## src/inc/cmd_mode_pkg.sv

```systemverilog
// Constants shared by the command decoder and its packet serialiser
package cmd_mode_pkg;
   // Command prefixes and fast command codes
   localparam logic [2:0] TRIG_CODE    = 3'h6;
   localparam logic [2:0] CTRL_PREFIX  = 3'h5;
   localparam logic [3:0] FAST_SOFT    = 4'h4;
   localparam logic [3:0] FAST_XCLR    = 4'h2;
   localparam logic [3:0] FAST_SLOW    = 4'h7;
   // Slow command bit counts
   localparam logic [7:0] CNT_WRITE    = 8'h1D;
   localparam logic [7:0] CNT_MASK     = 8'h8D;
   localparam logic [7:0] CNT_NODATA   = 8'h0D;
   // Field widths
   localparam int         ADDR_W       = 7;
   localparam int         SEL_W        = 6;
   localparam int         DATA_W       = 16;
   localparam int         CNT_W        = 8;
   localparam int         HDR_BITS     = 3;
   localparam logic [6:0] BROADCAST    = 7'h7F;
   // Write select codes
   localparam logic [5:0] SEL_W_CFG1   = 6'h00;
   localparam logic [5:0] SEL_W_MASK   = 6'h08;
   localparam logic [5:0] SEL_W_CAL    = 6'h10;
   localparam logic [5:0] SEL_W_THR    = 6'h18;
   localparam logic [5:0] SEL_W_BIAS1  = 6'h38;
   localparam logic [5:0] SEL_W_OFS    = 6'h04;
   localparam logic [5:0] SEL_W_BIAS2  = 6'h3A;
   localparam logic [5:0] SEL_W_BIAS3  = 6'h3C;
   localparam logic [5:0] SEL_W_CFG2   = 6'h0C;
   localparam logic [5:0] SEL_W_LAT    = 6'h14;
   // Instruction select codes
   localparam logic [5:0] SEL_I_TEST   = 6'h20;
   localparam logic [5:0] SEL_I_ACQ    = 6'h28;
   localparam logic [5:0] SEL_I_CAL    = 6'h30;
   // Read select codes
   localparam logic [5:0] SEL_R_CFG1   = 6'h01;
   localparam logic [5:0] SEL_R_MASK   = 6'h09;
   localparam logic [5:0] SEL_R_FUSE   = 6'h1D;
   localparam logic [5:0] SEL_R_THR    = 6'h19;
   localparam logic [5:0] SEL_R_BIAS1  = 6'h39;
   localparam logic [5:0] SEL_R_OFS    = 6'h05;
   localparam logic [5:0] SEL_R_BIAS2  = 6'h3B;
   localparam logic [5:0] SEL_R_BIAS3  = 6'h3D;
   localparam logic [5:0] SEL_R_CFG2   = 6'h0D;
   localparam logic [5:0] SEL_R_LAT    = 6'h15;
   localparam logic [5:0] SEL_R_CAL    = 6'h11;
   localparam logic [5:0] SEL_R_STAT1  = 6'h2D;
   localparam logic [5:0] SEL_R_STAT2  = 6'h35;
   // Write target index, ten slots, nine reached by a write select
   localparam int         NUM_WREG     = 10;
   localparam logic [3:0] WIDX_NONE    = 4'hF;
   // Output packet fields
   localparam logic [2:0] PKT_HDR      = 3'h0;
   localparam logic [2:0] ID_SEP       = 3'h7;
   localparam logic [2:0] RB_SEP       = 3'h2;
   localparam logic [2:0] ERR_NOTRIG   = 3'h1;
   localparam logic [2:0] ERR_OVFL     = 3'h4;
   localparam int         PKT_MAX      = 40;
   localparam int         ERR_LEN      = 14;
   localparam int         ID_LEN       = 31;
   localparam int         RB_LEN       = 36;
   localparam int         SAMPLES      = 3;
   localparam logic [3:0] ZERO4        = 4'h0;
   localparam logic [7:0] ZERO8        = 8'h00;
   localparam logic [15:0] ZERO16      = 16'h0000;
   localparam logic [5:0] ZERO6        = 6'h00;

   typedef enum logic [1:0] {MODE_ID, MODE_READ, MODE_ACQ} op_mode_e;
endpackage

```

## src/design/packet_serialiser.sv

```systemverilog
// Serialiser that shifts out one readout packet, most significant bit first
`timescale 1ns/10ps
`default_nettype none
module packet_serialiser
   import cmd_mode_pkg::*;
#(
   parameter int MAXLEN = PKT_MAX
) (
   // Clock and reset
   input  wire logic              ref_clk,
   input  wire logic              arst_n,
   // Load side
   input  wire logic              load,
   input  wire logic [MAXLEN-1:0] loadBits,
   input  wire logic [5:0]        loadLen,
   input  wire logic              abort,
   // Serial side
   output logic                   busy,
   output logic                   serOut
);
   logic [MAXLEN-1:0] shiftReg;
   logic [5:0]        remaining;

   // Abort wins over load so a soft reset ends a packet at once
   always_ff @(posedge ref_clk or negedge arst_n) begin
      if (!arst_n) begin
         shiftReg  <= '0;
         remaining <= '0;
      end else if (abort) begin
         shiftReg  <= '0;
         remaining <= '0;
      end else if (load && remaining == 6'h00) begin
         shiftReg  <= loadBits;
         remaining <= loadLen;
      end else if (remaining != 6'h00) begin
         shiftReg  <= {shiftReg[MAXLEN-2:0], 1'b0};
         remaining <= remaining - 6'h01;
      end
   end

   // Output bit stays low when idle
   assign busy   = (remaining != 6'h00);
   assign serOut = busy & shiftReg[MAXLEN-1];
endmodule
`default_nettype wire

```

## src/design/readout_chip_command_mode_control.sv

```systemverilog
// Command decoder and operating mode controller for the strip readout chip
//
// Function
// - Error packet: 000, 7-bit address MSB first, 3-bit code, separator 1.
// - Code 001 no trigger; 100 overflow, cleared by soft reset.
// - Error packets only in acquisition mode.
// - Trigger 110 copies three samples to the readout buffer.
// - Fast: 101 then 0100 soft reset or 0010 crossing clear.
// - Slow packet: 101 0111, count, address, select, optional data.
// - Slow commands act only on own or all-ones address.
// - Decode every slow packet fully, even unaddressed.
// - Eight-bit count after prefix gives length.
// - Six-bit select picks register or instruction.
// - Write data sixteen bits MSB first; mask write longer.
// - Write selects per register; mask write count 8D.
// - Instructions: input test, acquire, calibration pulse.
// - Read selects per register; mask read not implemented.
// - Three modes; ID reporting after power-up reset.
// - ID mode answers trigger with address and configuration-1.
// - Any register write drops to ID reporting mode.
// - Enable enters acquisition; any read except mask read enters read-back.
// - Feed-through bit clear and master: clock drives data output.
// - Power-up reset is asynchronous, loads all defaults.
// - Soft reset clears buffers and counters, aborts sending, keeps configuration.
// - Crossing clear zeroes only the crossing counter.
// - Read-back: 000, address, 010, 5-bit code, two bytes each plus one.
`timescale 1ns/10ps
`default_nettype none
module readout_chip_command_mode_control
   import cmd_mode_pkg::*;
#(
   parameter int MASK_BITS = 128,
   parameter int XCNT_W    = 8
) (
   // Clock and power-up reset
   input  wire logic                 ref_clk,
   input  wire logic                 arst_n,
   // Serial command input and static straps
   input  wire logic                 cmdIn,
   input  wire logic [ADDR_W-1:0]    chipAddr,
   input  wire logic                 isMaster,
   input  wire logic                 feedThroughOff,
   // Error sources and answer request from the readout logic
   input  wire logic                 noTriggerErr,
   input  wire logic                 overflowEvent,
   input  wire logic                 readoutRequest,
   // Read-only register contents supplied by the chip
   input  wire logic [DATA_W-1:0]    fuseValue,
   input  wire logic [DATA_W-1:0]    status1Value,
   input  wire logic [DATA_W-1:0]    status2Value,
   // Register contents
   output logic [NUM_WREG*DATA_W-1:0] regFile,
   output logic [MASK_BITS-1:0]      channelMask,
   // Mode and pulses
   output logic [1:0]                opMode,
   output logic                      level_one_trigger,
   output logic [1:0]                sampleCopies,
   output logic                      softReset,
   output logic                      crossing_counter_clear,
   output logic [XCNT_W-1:0]         crossingCount,
   output logic                      inputTestPulse,
   output logic                      calPulse,
   output logic                      overflowFlag,
   // Data output
   output logic                      dataOut
);
   typedef enum logic [2:0] {S_IDLE, S_PRE, S_FAST, S_CNT, S_BODY} dec_state_e;

   dec_state_e        decState;
   op_mode_e          mode;
   logic [2:0]        preShift;
   logic [3:0]        fastShift;
   logic [2:0]        bitIdx;
   logic [CNT_W-1:0]  bitCount;
   logic [CNT_W-1:0]  bodyIdx;
   logic [CNT_W-1:0]  bodyLen;
   logic [ADDR_W+SEL_W-1:0] headShift;
   logic [ADDR_W+SEL_W-1:0] headNow;
   logic [MASK_BITS-1:0]    dataShift;
   logic              pktDone;
   logic              addressed;
   logic [ADDR_W-1:0] pktAddr;
   logic [SEL_W-1:0]  pktSel;
   logic [3:0]        wIdx;
   logic              isRead;
   logic [DATA_W-1:0] readValue;
   logic [4:0]        readCode;
   logic [DATA_W-1:0] lastRead;
   logic [4:0]        lastCode;
   logic              trigHit;
   logic              serBusy;
   logic              serBit;
   logic              serLoad;
   logic [PKT_MAX-1:0] serBits;
   logic [5:0]        serLen;

   // Map a write select code to a register index
   function automatic logic [3:0] write_index(input logic [5:0] sel);
      if      (sel == SEL_W_CFG1)  write_index = 4'h0;
      else if (sel == SEL_W_CAL)   write_index = 4'h1;
      else if (sel == SEL_W_THR)   write_index = 4'h2;
      else if (sel == SEL_W_BIAS1) write_index = 4'h3;
      else if (sel == SEL_W_OFS)   write_index = 4'h4;
      else if (sel == SEL_W_BIAS2) write_index = 4'h5;
      else if (sel == SEL_W_BIAS3) write_index = 4'h6;
      else if (sel == SEL_W_CFG2)  write_index = 4'h7;
      else if (sel == SEL_W_LAT)   write_index = 4'h8;
      else                         write_index = WIDX_NONE;
   endfunction

   // Read code is the select with bit 0 dropped
   function automatic logic is_read_sel(input logic [5:0] sel);
      is_read_sel = (sel == SEL_R_CFG1) || (sel == SEL_R_FUSE) || (sel == SEL_R_THR) ||
                    (sel == SEL_R_BIAS1) || (sel == SEL_R_OFS) || (sel == SEL_R_BIAS2) ||
                    (sel == SEL_R_BIAS3) || (sel == SEL_R_CFG2) || (sel == SEL_R_LAT) ||
                    (sel == SEL_R_CAL) || (sel == SEL_R_STAT1) || (sel == SEL_R_STAT2);
   endfunction

   // Header including the bit on the line, so data-less packets decode on their last bit
   assign headNow   = (decState == S_BODY && bodyIdx < 8'(ADDR_W + SEL_W)) ?
                      {headShift[ADDR_W+SEL_W-2:0], cmdIn} : headShift;
   assign pktAddr   = headNow[ADDR_W+SEL_W-1:SEL_W];
   assign pktSel    = headNow[SEL_W-1:0];
   assign addressed = (pktAddr == chipAddr) || (pktAddr == BROADCAST);
   assign wIdx      = write_index(pktSel);
   assign isRead    = is_read_sel(pktSel);
   assign readCode  = pktSel[5:1];
   assign pktDone   = (decState == S_BODY) && (bodyIdx == bodyLen - 8'h01);

   // Register selected for read-back; mask read returns nothing
   always_comb begin
      readValue = ZERO16;
      if      (pktSel == SEL_R_FUSE)  readValue = fuseValue;
      else if (pktSel == SEL_R_STAT1) readValue = status1Value;
      else if (pktSel == SEL_R_STAT2) readValue = status2Value;
      else if (write_index({pktSel[5:1], 1'b0}) != WIDX_NONE)
         readValue = regFile[write_index({pktSel[5:1], 1'b0})*DATA_W +: DATA_W];
   end

   // ==========================================================
   // Serial command decoder, one bit per edge
   // ==========================================================
   always_ff @(posedge ref_clk or negedge arst_n) begin
      if (!arst_n) begin
         decState  <= S_IDLE;
         preShift  <= '0;
         fastShift <= '0;
         bitIdx    <= '0;
         bitCount  <= '0;
         bodyIdx   <= '0;
         bodyLen   <= '0;
         headShift <= '0;
         dataShift <= '0;
      end else begin
         case (decState)
            S_IDLE: begin
               // A leading one starts any command
               if (cmdIn) begin
                  decState <= S_PRE;
                  preShift <= {2'b00, 1'b1};
                  bitIdx   <= 3'h1;
               end
            end
            S_PRE: begin
               preShift <= {preShift[1:0], cmdIn};
               bitIdx   <= 3'h0;
               if (bitIdx == 3'h2) begin
                  if ({preShift[1:0], cmdIn} == CTRL_PREFIX) decState <= S_FAST;
                  else                                        decState <= S_IDLE;
               end else begin
                  bitIdx <= bitIdx + 3'h1;
               end
            end
            S_FAST: begin
               fastShift <= {fastShift[2:0], cmdIn};
               bitIdx    <= bitIdx + 3'h1;
               if (bitIdx == 3'h3) begin
                  bitIdx <= 3'h0;
                  if ({fastShift[2:0], cmdIn} == FAST_SLOW) decState <= S_CNT;
                  else                                       decState <= S_IDLE;
               end
            end
            S_CNT: begin
               bitCount <= {bitCount[CNT_W-2:0], cmdIn};
               bitIdx   <= bitIdx + 3'h1;
               if (bitIdx == 3'h7) begin
                  decState <= S_BODY;
                  bodyIdx  <= ZERO8;
                  // Mask writes carry the whole mask
                  if ({bitCount[CNT_W-2:0], cmdIn} == CNT_MASK)
                     bodyLen <= 8'(ADDR_W + SEL_W + MASK_BITS);
                  else if ({bitCount[CNT_W-2:0], cmdIn} == CNT_WRITE)
                     bodyLen <= 8'(ADDR_W + SEL_W + DATA_W);
                  else
                     bodyLen <= 8'(ADDR_W + SEL_W);
               end
            end
            S_BODY: begin
               // Unaddressed chips still walk the whole packet
               bodyIdx <= bodyIdx + 8'h01;
               headShift <= headNow;
               dataShift <= {dataShift[MASK_BITS-2:0], cmdIn};
               if (pktDone) decState <= S_IDLE;
            end
            default: decState <= S_IDLE;
         endcase
      end
   end

   // Word just completed includes the final data bit
   logic [MASK_BITS-1:0] finalData;
   assign finalData = {dataShift[MASK_BITS-2:0], cmdIn};

   // ==========================================================
   // Register file: defaults under power-up reset only
   // ==========================================================
   genvar gi;
   generate
      for (gi = 0; gi < NUM_WREG; gi++) begin : g_reg
         always_ff @(posedge ref_clk or negedge arst_n) begin
            if (!arst_n) begin
               regFile[gi*DATA_W +: DATA_W] <= ZERO16;
            end else if (pktDone && addressed && bitCount == CNT_WRITE && wIdx == 4'(gi)) begin
               regFile[gi*DATA_W +: DATA_W] <= finalData[DATA_W-1:0];
            end
         end
      end
   endgenerate

   // Channel mask register
   always_ff @(posedge ref_clk or negedge arst_n) begin
      if (!arst_n) channelMask <= '0;
      else if (pktDone && addressed && bitCount == CNT_MASK && pktSel == SEL_W_MASK)
         channelMask <= finalData;
   end

   // ==========================================================
   // Operating mode
   // ==========================================================
   // Soft reset keeps the mode, being configuration
   always_ff @(posedge ref_clk or negedge arst_n) begin
      if (!arst_n) begin
         mode <= MODE_ID;
      end else if (pktDone && addressed) begin
         if ((bitCount == CNT_WRITE && wIdx != WIDX_NONE) ||
             (bitCount == CNT_MASK && pktSel == SEL_W_MASK))
            mode <= MODE_ID;
         else if (bitCount == CNT_NODATA && pktSel == SEL_I_ACQ)
            mode <= MODE_ACQ;
         else if (bitCount == CNT_NODATA && isRead)
            mode <= MODE_READ;
      end
   end

   // Value captured by the last read command
   always_ff @(posedge ref_clk or negedge arst_n) begin
      if (!arst_n) begin
         lastRead <= ZERO16;
         lastCode <= '0;
      end else if (pktDone && addressed && bitCount == CNT_NODATA && isRead) begin
         lastRead <= readValue;
         lastCode <= readCode;
      end
   end

   // ==========================================================
   // Pulses from decoded commands
   // ==========================================================
   assign trigHit = (decState == S_PRE) && (bitIdx == 3'h2) && ({preShift[1:0], cmdIn} == TRIG_CODE);
   always_ff @(posedge ref_clk or negedge arst_n) begin
      if (!arst_n) begin
         level_one_trigger      <= 1'b0;
         softReset              <= 1'b0;
         crossing_counter_clear <= 1'b0;
         inputTestPulse         <= 1'b0;
         calPulse               <= 1'b0;
         sampleCopies           <= '0;
      end else begin
         level_one_trigger <= trigHit;
         sampleCopies      <= trigHit ? 2'(SAMPLES) : 2'h0;
         softReset         <= (decState == S_FAST) && (bitIdx == 3'h3) &&
                              ({fastShift[2:0], cmdIn} == FAST_SOFT);
         crossing_counter_clear <= (decState == S_FAST) && (bitIdx == 3'h3) &&
                              ({fastShift[2:0], cmdIn} == FAST_XCLR);
         inputTestPulse    <= pktDone && addressed && bitCount == CNT_NODATA && pktSel == SEL_I_TEST;
         calPulse          <= pktDone && addressed && bitCount == CNT_NODATA && pktSel == SEL_I_CAL;
      end
   end

   // Crossing counter, zeroed by clear or soft reset
   always_ff @(posedge ref_clk or negedge arst_n) begin
      if (!arst_n) crossingCount <= '0;
      else if (crossing_counter_clear || softReset) crossingCount <= '0;
      else crossingCount <= crossingCount + 1'b1;
   end

   // Overflow flag is sticky; set beats clear in the same cycle
   always_ff @(posedge ref_clk or negedge arst_n) begin
      if (!arst_n) overflowFlag <= 1'b0;
      else if (overflowEvent) overflowFlag <= 1'b1;
      else if (softReset) overflowFlag <= 1'b0;
   end

   // ==========================================================
   // Answer packet assembly
   // ==========================================================
   always_comb begin
      serLoad = 1'b0;
      serBits = '0;
      serLen  = 6'h00;
      if (readoutRequest && !softReset) begin
         case (mode)
            MODE_ACQ: begin
               // Errors only leave the chip while acquiring
               if (overflowFlag || noTriggerErr) begin
                  serLoad = 1'b1;
                  serLen  = 6'(ERR_LEN);
                  serBits[PKT_MAX-1 -: ERR_LEN] = {PKT_HDR, chipAddr,
                     overflowFlag ? ERR_OVFL : ERR_NOTRIG, 1'b1};
               end
            end
            MODE_READ: begin
               serLoad = 1'b1;
               serLen  = 6'(RB_LEN);
               serBits[PKT_MAX-1 -: RB_LEN] = {PKT_HDR, chipAddr, RB_SEP, lastCode,
                  lastRead[15:8], 1'b1, lastRead[7:0], 1'b1};
            end
            default: begin
               serLoad = 1'b1;
               serLen  = 6'(ID_LEN);
               serBits[PKT_MAX-1 -: ID_LEN] = {PKT_HDR, chipAddr, ID_SEP,
                  regFile[15:8], 1'b1, regFile[7:0], 1'b1};
            end
         endcase
      end
   end

   packet_serialiser #(.MAXLEN(PKT_MAX)) u_ser (
      .ref_clk  (ref_clk),
      .arst_n   (arst_n),
      .load     (serLoad),
      .loadBits (serBits),
      .loadLen  (serLen),
      .abort    (softReset),
      .busy     (serBusy),
      .serOut   (serBit)
   );

   // Feed-through clock replaces data
   assign dataOut = (isMaster && !feedThroughOff) ? ref_clk : serBit;
   assign opMode  = mode;
endmodule
`default_nettype wire

```

## config.mk

```make
export PLATFORM = sky130hd
export DESIGN_NAME = readout_chip_command_mode_control
export DESIGN_NICKNAME = d
export VERILOG_FILES = /design/src/inc/cmd_mode_pkg.sv /design/src/design/packet_serialiser.sv /design/src/design/readout_chip_command_mode_control.sv
export SDC_FILE = /design/constraint.sdc
export NUM_CORES = 1
export LEC_CHECK = 0
export BUFFER_PORTS_ARGS = -buffer_cell sky130_fd_sc_hd__buf_2
export CELL_PAD_IN_SITES_DETAIL_PLACEMENT = 1
export CELL_PAD_IN_SITES_GLOBAL_PLACEMENT = 1
export CORE_MARGIN = 10
export CORE_UTILIZATION = 45
export CTS_CLUSTER_SIZE = 14
export DETAILED_ROUTE_END_ITERATION = 10
export PLACE_DENSITY = 0.84
export SYNTH_ARGS = -nofsm -noshare
export SYNTH_HDL_FRONTEND = slang
export SYNTH_SLANG_ARGS = --single-unit
```

## constraint.sdc

```tcl
create_clock -name ref_clk -period 4.2 [get_ports ref_clk]
set_input_delay 0.42 -clock ref_clk [delete_from_list [all_inputs] [get_ports ref_clk]]
set_output_delay 0.42 -clock ref_clk [all_outputs]
set_load 0.03 [all_outputs]
```

==> impl_metrics.json, run 1 <==
{
  "status": "completed",
  "arrival_ns": 4.34,
  "power.density_nw_per_um2": 498,
  "root_buffer": "clkbuf_16",
  "power.static_leakage_nw": 15.0,
  "min_period_over_period": 0.915,
  "utilization": 0.545,
  "dr.pass1.iters": 5,
  "relSlewSlack": 0.161,
  "ir_worst_vdd_uv": 360,
  "async_flop_share": 1.00,
  "final.min_clock_period_ns": 3.84,
  "grt_pass1_wl_um": 121000,
  "drtAntennaViolNets": 0,
  "ctsHoldBuffers": 2,
  "clock-skew-final_ns": 0.0149,
  "synth_area_um2": 23500,
  "vias_per_cell": 5.68,
  "dieArea_um2": 61800,
  "report.final.hold_viol_count": 0,
  "boundaryPins": 370,
  "clockPowerShare": 0.369,
  "ys.flop_type": "dfrtp_1",
  "hpwl_um": 54800,
  "ys_ff_latch": 537,
  "cp_max_fo": 42,
  "h-tree-depth": 2,
  "grt_pass1_vias": 19700,
  "cp-end-kind": "flip-flop",
  "port_buffers": 369,
  "m1WireLength_um": 31500,
  "grt_usage": 0.247,
  "met2_length_um": 38500,
  "switching_share": 0.319,
  "mostFrequentLayoutCells": "nand2_1 (552), dfrtp_1 (537), buf_2 (368)",
  "fin_nets": 2504,
  "vias": 17900,
  "cts_inserted_buffers": 58,
  "coreArea_um2": 51500,
  "seq_area_frac_synth": 0.571,
  "fp.dieW_um": 249,
  "syn_area_per_cell_um2": 11.2,
  "max_freq_ghz": 0.260,
  "drc_errors": 0,
  "cts_buffer_depth": 3,
  "maxCapViolCount": 0,
  "post_cts_buffers": 0,
  "hold_class": "in -> reg",
  "avgRoutedWirePerCell_um": 24.9,
  "p_int_mw": 9.52,
  "grt_antenna_before_repair": 2,
  "grt_overflow": 0,
  "drv_slew": 0,
  "syn2layout_area_growth_pct": 19.4,
  "synth_nets": 2175,
  "top_layer_used": "met4",
  "setup_viol": 0,
  "synth_edf_count": 0,
  "drive_gt1_frac": 0.346,
  "post_cts_resized": 0,
  "cts_tree": "built",
  "syn_inst": 2099,
  "grt_setup_unrepaired": "false",
  "start_util": 0.457,
  "finalWeightedCongestion": 0.900,
  "yosysWarnings": 0,
  "clk_pin_slew_ns": 0.06,
  "pwr-share-seq": 0.417,
  "drt_iter0_drc": 1035,
  "yosysUniqueCellTypes": 66,
  "wl_um": 78700,
  "grt_max_degree": 111,
  "crit_type": "reg -> reg",
  "die_h_um": 249,
  "tightest_slew_ns": 1.26,
  "p_sw_mw": 4.46,
  "comb_power_share": 0.214,
  "clock_latency_ns": 0.62,
  "cp-start-kind": "flip-flop",
  "wl_met3_um": 5780,
  "n_fill_cell": 5550,
  "required_ns": 4.70,
  "tns_ns": 0,
  "rows": 83,
  "final_common_cell": "nand2_1"
}
[logic make-up after synthesis]
logic type | Yosys count | synth area share
buffers and inverters | 182 | 0.0323
XOR/XNOR | 21 | 0.00782
adder cells (fa/ha/maj) | 13 | 0.00691
AND/OR/NAND/NOR | 725 | 0.129
flip-flops | 537 | 0.571
multiplexers | 389 | 0.183
AO/OA/AOI/OAI | 232 | 0.0694
[power by group through the flow]
stage | logic [mW] | registers [mW] | clock network [mW]
6_report | 2.99 | 5.83 | 5.16
5_1_grt | 3.21 | 5.87 | 5.47
4_1_cts | 2.96 | 5.82 | 5.25
3_5_place_dp | 2.95 | 5.91 | 0.0203
3_3_place_gp | 2.84 | 5.88 | 0.0203
2_1_floorplan | 1.98 | 5.78 | 0.0160
[worst max-delay path, stage by stage, from the launching register on]
cell and delay (ns):
dfrtp_1 0.60, nor3b_4 0.31, and3_1 0.47, mux2_2 0.40
o22ai_1 0.19, a211oi_2 0.07, o21ai_2 0.48, or2_4 0.48
buf_12 0.29, mux2_2 0.38
[stage by stage]
stage                     total power, mW  std cells  instance area, µm²  setup slack, ns  hold slack, ns
final                                14.0       3157               28100            0.356          0.0636
after floorplan                      7.77       2099               23500             1.05           0.124
after global routing                 14.6       3157               28100           0.0953          0.0579
after detailed placement             8.88       3046               26100            0.368           0.399
after global placement               8.74       3046               26100            0.519           0.390
after CTS                            14.0       3155               28100            0.352          0.0386
[Yosys cell counts (3+ instances only)]
| cell type | count | share of area |
|---|---|---|
| and3_1 | 11 | 0.0029 |
| clkbuf_1 | 111 | 0.018 |
| inv_1 | 26 | 0.0041 |
| a32o_1 | 3 | 0.0013 |
| nand2b_1 | 12 | 0.0032 |
| a21oi_1 | 47 | 0.010 |
| a21o_1 | 3 | 0.00096 |
| a211oi_1 | 14 | 0.0045 |
| a221oi_1 | 14 | 0.0052 |
| or4_1 | 5 | 0.0016 |
| xor2_1 | 10 | 0.0037 |
| mux2_2 | 293 | 0.14 |
| nand3b_1 | 4 | 0.0013 |
| a31oi_1 | 22 | 0.0058 |
| nor2b_1 | 6 | 0.0016 |
| buf_4 | 4 | 0.0013 |
| o22ai_1 | 18 | 0.0048 |
| dfrtp_1 | 537 | 0.57 |
| ha_1 | 13 | 0.0069 |
| nand3_1 | 20 | 0.0043 |
| o22a_1 | 18 | 0.0067 |
| nand4_1 | 10 | 0.0027 |
| o21ai_0 | 28 | 0.0060 |
| nand2_1 | 553 | 0.088 |
| a311oi_1 | 21 | 0.0078 |
| nor2_1 | 56 | 0.0089 |
| nor4_1 | 4 | 0.0011 |
| xnor2_1 | 11 | 0.0041 |
| nor3_1 | 10 | 0.0021 |
| o211ai_1 | 3 | 0.00096 |
| o221ai_1 | 17 | 0.0063 |
| mux2i_1 | 85 | 0.036 |
| buf_2 | 37 | 0.0079 |
| or2_2 | 20 | 0.0053 |
| mux2_4 | 10 | 0.0064 |
[metal layers]
metal	up-vias	GRT usage
li1	7867	-
met1	9328	0.295
met2	578	0.412
met3	150	0.0703
met4	0	0.100
met5	-	0
[worst paths after layout]
check                                start                 end  slack, ns  cells past startpoint
max                            decState[2]     channelMask[12]       0.36                      9
min                        status1Value[2]         lastRead[2]       0.06                      3
max reg2reg                    decState[2]     channelMask[12]       0.36                      9
min reg2reg                   regFile[149]        regFile[149]       0.41                      0
max in group asynchronous           arst_n         regFile[42]       2.58                      3
min in group asynchronous           arst_n  u_ser.remaining[2]       0.48                      2
[layout make-up]
cell class,instances,area [µm²],share of cell area
antenna,2,5.00,0.000178
clock buffer,86,1740,0.0619
clock inverter,23,188,0.00668
inverter,25,93.8,0.00334
multi-input combinational,1380,9390,0.334
sequential,537,13400,0.479
tap,680,851,0.0303
timing repair buffer,424,2380,0.0847
[flip-flops by register name, summed over array words and instances, names as in the netlist, 5 cells and up]
signal and count:
bitCount 8, bodyIdx 8, channelMask 128, crossingCount 8
dataShift 127, headShift 13, lastCode 5, lastRead 16
regFile 160, u_ser.remaining 6, u_ser.shiftReg 36
Note: power is estimated with default switching activity, not from simulation.
==> run 2, diff against run 1 <==
BUFFER_PORTS_ARGS = unset   (was -buffer_cell sky130_fd_sc_hd__buf_2)
CORE_UTILIZATION = 50   (was 45)
DONT_BUFFER_PORTS = 1   (was unset)
PLACE_DENSITY = 0.83   (was 0.84)
==> run 2 against run 1 <==
The flow now finishes with violations (negative hold slack, max-slew violations). Sequential share of layout area rose by 3.4 points. Critical path depth did not move. First-iteration DRC count rose by 32%. Largest power group unchanged.
==> impl_metrics.json, run 2 (synthesized netlist as in run 1, its figures left out) <==
{
  "grt_antenna_before_repair": 4,
  "clockPowerShare": 0.376,
  "ctsHoldBuffers": 25,
  "switching_share": 0.313,
  "dieArea_um2": 56100,
  "finalWeightedCongestion": 0.935,
  "min_period_over_period": 0.903,
  "cp_max_fo": 76,
  "largest_register_ffs": 160,
  "start_util": 0.505,
  "fin_nets": 2142,
  "violations": "negative hold slack, max-slew violations",
  "r2r_start": "decState[2]",
  "drive_gt1_frac": 0.225,
  "pwr-share-seq": 0.426,
  "drtAntennaViolNets": 0,
  "die_h_um": 237,
  "whs_ns": -0.490,
  "r2r_end": "channelMask[117]",
  "clk_pin_slew_ns": 0.06,
  "final_common_cell": "nand2_1",
  "crit_type": "reg -> reg",
  "final.min_clock_period_ns": 3.79,
  "vias": 16500,
  "fp.dieW_um": 237,
  "tightest_slew_ns": 2.43,
  "required_ns": 4.69,
  "reg.largest.list": "regFile x160, channelMask x128, dataShift x127",
  "crit_path_end": "channelMask[117]",
  "top_register": "regFile",
  "placed_area_um2": 24000,
  "cp-end-kind": "flip-flop",
  "grt_usage": 0.265,
  "syn2layout_area_growth_pct": 11.5,
  "p_sw_mw": 4.34,
  "arrival_ns": 4.29,
  "drt_iter0_drc": 1368,
  "drc_errors": 0,
  "cts_buffer_depth": 3,
  "p_int_mw": 9.53,
  "cts_tree": "built",
  "ir_worst_vdd_uv": 435,
  "comb_power_share": 0.198,
  "report.final.hold_viol_count": 352,
  "port_buffers": 0,
  "hpwl_um": 50600,
  "hold_class": "in -> async",
  "power.static_leakage_nw": 13.0,
  "cp-start-kind": "flip-flop",
  "h-tree-depth": 2,
  "cts_inserted_buffers": 56,
  "tns_ns": 0,
  "fin_area_um2": 26200,
  "max_freq_ghz": 0.264,
  "power.density_nw_per_um2": 529,
  "coreArea_um2": 46600,
  "grt_pass1_vias": 18100,
  "boundaryPins": 370,
  "grt_overflow": 0,
  "status": "complete, but fails checks",
  "rrSetupSlack_ns": 0.41,
  "maxCapViolCount": 0,
  "setup_viol": 0,
  "drv_slew": 382,
  "mostFrequentLayoutCells": "nand2_1 (552), dfrtp_1 (537), mux2_2 (293)",
  "dr.pass1.iters": 7,
  "grt_max_degree": 538,
  "avgRoutedWirePerCell_um": 27.9,
  "relSlewSlack": -0.619,
  "wl_um": 76000,
  "grt_pass1_wl_um": 116000,
  "vias_per_cell": 6.05,
  "rows": 79,
  "crit_path_start": "decState[2]",
  "clock-skew-final_ns": 0.0312,
  "grt_setup_unrepaired": "false",
  "clock_latency_ns": 0.64,
  "root_buffer": "clkbuf_16",
  "utilization": 0.563,
  "rr_worst_depth": 9
}
run 2: cell types whose count changed in the layout (fill, tap and decap cells not counted), sizes merged, moves of 4 or more:
cell         previous run  this run
buf                   423        40
dlygate4sd3             2        25
inv                    33        28
clkbuf                 85        81
diode                   2         6
run 2: layout make-up:
type / instances / area (µm²)
Clock buffer: 81 / 1690
Fill cell: 4786 / 20300
Inverter: 25 / 93.8
Timing Repair Buffer: 65 / 588
Multi-Input combinational cell: 1380 / 9390
Clock inverter: 23 / 254
Sequential cell: 537 / 13400
Tap cell: 607 / 759
Antenna cell: 6 / 15.0
run 2: repair_timing:
item	in CTS	in global routing
gates resized for setup	0	0
setup buffers	0	0
hold endpoints to repair	578	537
run 2: how the worst min path moves through the flow:
stage / slack (ns) / to
after floorplan: 0.12 / bitCount[0]
after global placement: 0.16 / crossingCount[7]
after detailed placement: 0.15 / u_ser.shiftReg[39]
after CTS: -0.51 / u_ser.shiftReg[39]
after global routing: -0.52 / u_ser.shiftReg[39]
final: -0.49 / u_ser.shiftReg[39]
run 2: critical path, cell delays in order, from the launching register on:
cell and delay [ns]:
dfrtp_1 0.61, nor3b_4 0.32, and3_1 0.49, mux2_2 0.40
o22ai_1 0.20, a211oi_2 0.06, o21ai_2 0.46, or2_4 0.28
buf_12 0.33, mux2_2 0.40
run 2: metal layers:
metal  track usage  vias up  share of wire
met3         0.113      154           0.11
li1              -     7138              -
met5             0        -        0.00017
met4        0.0965        2          0.036
met1         0.298     8595           0.37
met2         0.441      592           0.49
run 2: power groups by stage:
stage | Combinational, mW | Clock, mW | Sequential, mW
2_1_floorplan | 1.98 | 0.0160 | 5.78
3_3_place_gp | 2.56 | 0.0160 | 5.96
3_5_place_dp | 2.65 | 0.0160 | 5.99
4_1_cts | 2.71 | 5.30 | 5.90
5_1_grt | 2.96 | 5.53 | 5.95
6_report | 2.75 | 5.22 | 5.91
run 2: per-stage QoR:
| step | setup slack [ns] | power, mW | instances | hold slack [ns] |
|---|---|---|---|---|
| 5_1_grt | 0.134 | 14.4 | 2721 | -0.522 |
| 3_3_place_gp | 0.603 | 8.53 | 2590 | 0.161 |
| 2_1_floorplan | 1.05 | 7.77 | 2099 | 0.124 |
| 4_1_cts | 0.470 | 13.9 | 2718 | -0.508 |
| 3_5_place_dp | 0.480 | 8.66 | 2590 | 0.153 |
| 6_report | 0.406 | 13.9 | 2724 | -0.490 |
==> run 3, diff against run 2 <==
CORE_UTILIZATION = 45   (was 50)
PLACE_DENSITY = 0.79   (was 0.83)
clock period = 3.07 ns   (was 4.2 ns; I/O delays follow)
==> run 3 against run 2 <==
Flip-flop and latch count unchanged. Hold slack got worse by 0.092 ns. Die area grew 10%. Critical endpoint is now regFile[1]. Count of clock-buffer cells in the layout down 2. Core utilization shrank 1.8 points. Sequential share of layout area down 3.4 points. The run ends with negative hold slack, max-slew violations, negative setup slack left. Register-to-register slack worse by 0.47 ns. Sequential power increased by 36%.
==> impl_metrics.json, run 3 (synthesized netlist as in run 1, its figures left out) <==
{
  "drv_slew": 461,
  "vias_per_cell": 5.78,
  "die_h_um": 249,
  "max_freq_ghz": 0.320,
  "wl_um": 78000,
  "fp.dieW_um": 249,
  "mostFrequentLayoutCells": "nand2_1 (549), dfrtp_1 (537), mux2_2 (229)",
  "r2r_end": "regFile[1]",
  "r2r_start": "bodyIdx[0]",
  "utilization": 0.546,
  "rr_worst_depth": 13,
  "cp_max_fo": 16,
  "power.density_nw_per_um2": 707,
  "start_util": 0.457,
  "tightest_slew_ns": 3.71,
  "violations": "negative hold slack, max-slew violations, negative setup slack",
  "cp_num_buf_inv": 4,
  "dr.pass1.iters": 5,
  "grt_pass1_vias": 18500,
  "crit_path_start": "bodyIdx[0]",
  "crit_chain": "inv_2 > ha_4 > nand3b_1 > buf_4 > nand3_4 > mux2_2 > a311oi_4 > a2111o_1 > nor2_4 > buf_4 > nand3_1 > buf_12 > mux2_2",
  "drtAntennaViolNets": 0,
  "power.static_leakage_nw": 13.8,
  "ctsHoldBuffers": 38,
  "cts_buffer_depth": 3,
  "relSlewSlack": -1.48,
  "cpPeakStageDelay_ns": 0.39,
  "coreArea_um2": 51500,
  "placed_area_um2": 24800,
  "drt_iter0_drc": 1149,
  "root_buffer": "clkbuf_16",
  "h-tree-depth": 2,
  "ir_worst_vdd_uv": 493,
  "cp.depth": 13,
  "hpwl_um": 51600,
  "cp-end-kind": "flip-flop",
  "top_register": "regFile",
  "dieArea_um2": 61800,
  "vias": 16800,
  "setup_ws_ns": -0.0588,
  "arrival_ns": 3.61,
  "reg.largest.list": "regFile x160, channelMask x128, dataShift x127",
  "clk_pin_slew_ns": 0.06,
  "clock_latency_ns": 0.63,
  "setup_viol": 45,
  "required_ns": 3.56,
  "rows": 83,
  "clock-skew-final_ns": 0.0353,
  "maxCapViolCount": 0,
  "report.final.hold_viol_count": 225,
  "final_common_cell": "nand2_1",
  "n_fill_cell": 5313,
  "port_buffers": 0,
  "crit_family": "multiplexers",
  "grt_antenna_before_repair": 5,
  "syn2layout_area_growth_pct": 19.4,
  "cts_inserted_buffers": 57,
  "cp_slowest_cell": "mux2_2",
  "avgRoutedWirePerCell_um": 26.8,
  "rrSetupSlack_ns": -0.06,
  "finalWeightedCongestion": 0.900,
  "cts_tree": "built",
  "crit_type": "reg -> reg",
  "final.min_clock_period_ns": 3.13,
  "crit_path_end": "regFile[1]",
  "drive_gt1_frac": 0.271,
  "fin_area_um2": 28100,
  "grt_max_degree": 538,
  "status": "complete, but fails checks",
  "drc_errors": 0,
  "place_ws_ns": -0.173,
  "grt_usage": 0.244,
  "largest_register_ffs": 160,
  "grt_setup_unrepaired": "true",
  "boundaryPins": 370,
  "tns_ns": -0.728,
  "min_period_over_period": 1.02,
  "hold_class": "in -> async",
  "whs_ns": -0.582,
  "grt_pass1_wl_um": 118000,
  "fin_nets": 2253,
  "cp-start-kind": "flip-flop",
  "grt_overflow": 0
}
[run 3: changes by cell type in the layout (fill, tap and decap cells not counted), sizes merged]
cell | previous run | this run
buf | 40 | 134
bufinv | 4 | 5
clkinv | 15 | 14
clkinvlp | 1 | 3
diode | 6 | 5
dlygate4sd3 | 25 | 38
inv | 28 | 32
nand3 | 21 | 22
[run 3: through the flow]
| stage | total power [mW] | hold slack [ns] | instances |
|---|---|---|---|
| 3_5_place_dp | 12.2 | 0.0425 | 2727 |
| 5_1_grt | 20.7 | -0.606 | 2909 |
| 6_report | 19.9 | -0.582 | 2910 |
| 3_3_place_gp | 12.0 | 0.0500 | 2727 |
| 2_1_floorplan | 10.6 | 0.0114 | 2099 |
| 4_1_cts | 19.8 | -0.620 | 2897 |
[run 3: metal layers]
| metal | vias to the layer above | share of wire | global-route usage |
|---|---|---|---|
| met2 | 516 | 0.49 | 0.408 |
| li1 | 7368 | - | - |
| met5 | - | 0 | 0 |
| met3 | 141 | 0.090 | 0.0897 |
| met4 | 0 | 0.034 | 0.0969 |
| met1 | 8808 | 0.39 | 0.278 |
[run 3: final cells by class]
cell class	instances	area [µm²]	area share
clock inverter	29	320	0.0114
multi-input combinational	1381	9850	0.351
clock buffer	79	1650	0.0587
tap	680	851	0.0303
inverter	25	93.8	0.00334
sequential	537	13400	0.478
antenna	5	12.5	0.000445
timing repair buffer	174	1890	0.0671
[run 3: where the power goes]
part           internal, mW  switching, mW
Clock                  4.20           3.01
Combinational          1.98           2.66
Sequential             7.47          0.543
[run 3: what timing repair did]
action | in CTS | in global routing
hold endpoints to repair | 583 | 537
resized for setup | 55 | 76
pin swaps | 7 | 11
setup endpoints to repair | 259 | 288
setup buffers | 18 | 7
gates cloned | 7 | 2
[run 3: worst min path at each step]
| stage | cells after the start | end | from |
|---|---|---|---|
| 4_1_cts | 0 | headShift[0] | arst_n |
| 3_3_place_gp | 0 | u_ser.shiftReg[35] | arst_n |
| 3_5_place_dp | 0 | u_ser.shiftReg[39] | arst_n |
| 5_1_grt | 0 | u_ser.shiftReg[39] | arst_n |
| 6_report | 0 | u_ser.shiftReg[32] | arst_n |
| 2_1_floorplan | 0 | bitCount[0] | arst_n |
[run 3: worst reg2reg max path: stages, from the launching register on]
cell,delay [ns]
dfrtp_1,0.36
inv_2,0.06
ha_4,0.14
nand3b_1,0.23
buf_4,0.20
nand3_4,0.10
mux2_2,0.39
a311oi_4,0.38
a2111o_1,0.27
nor2_4,0.06
buf_4,0.13
nand3_1,0.12
buf_12,0.19
mux2_2,0.37
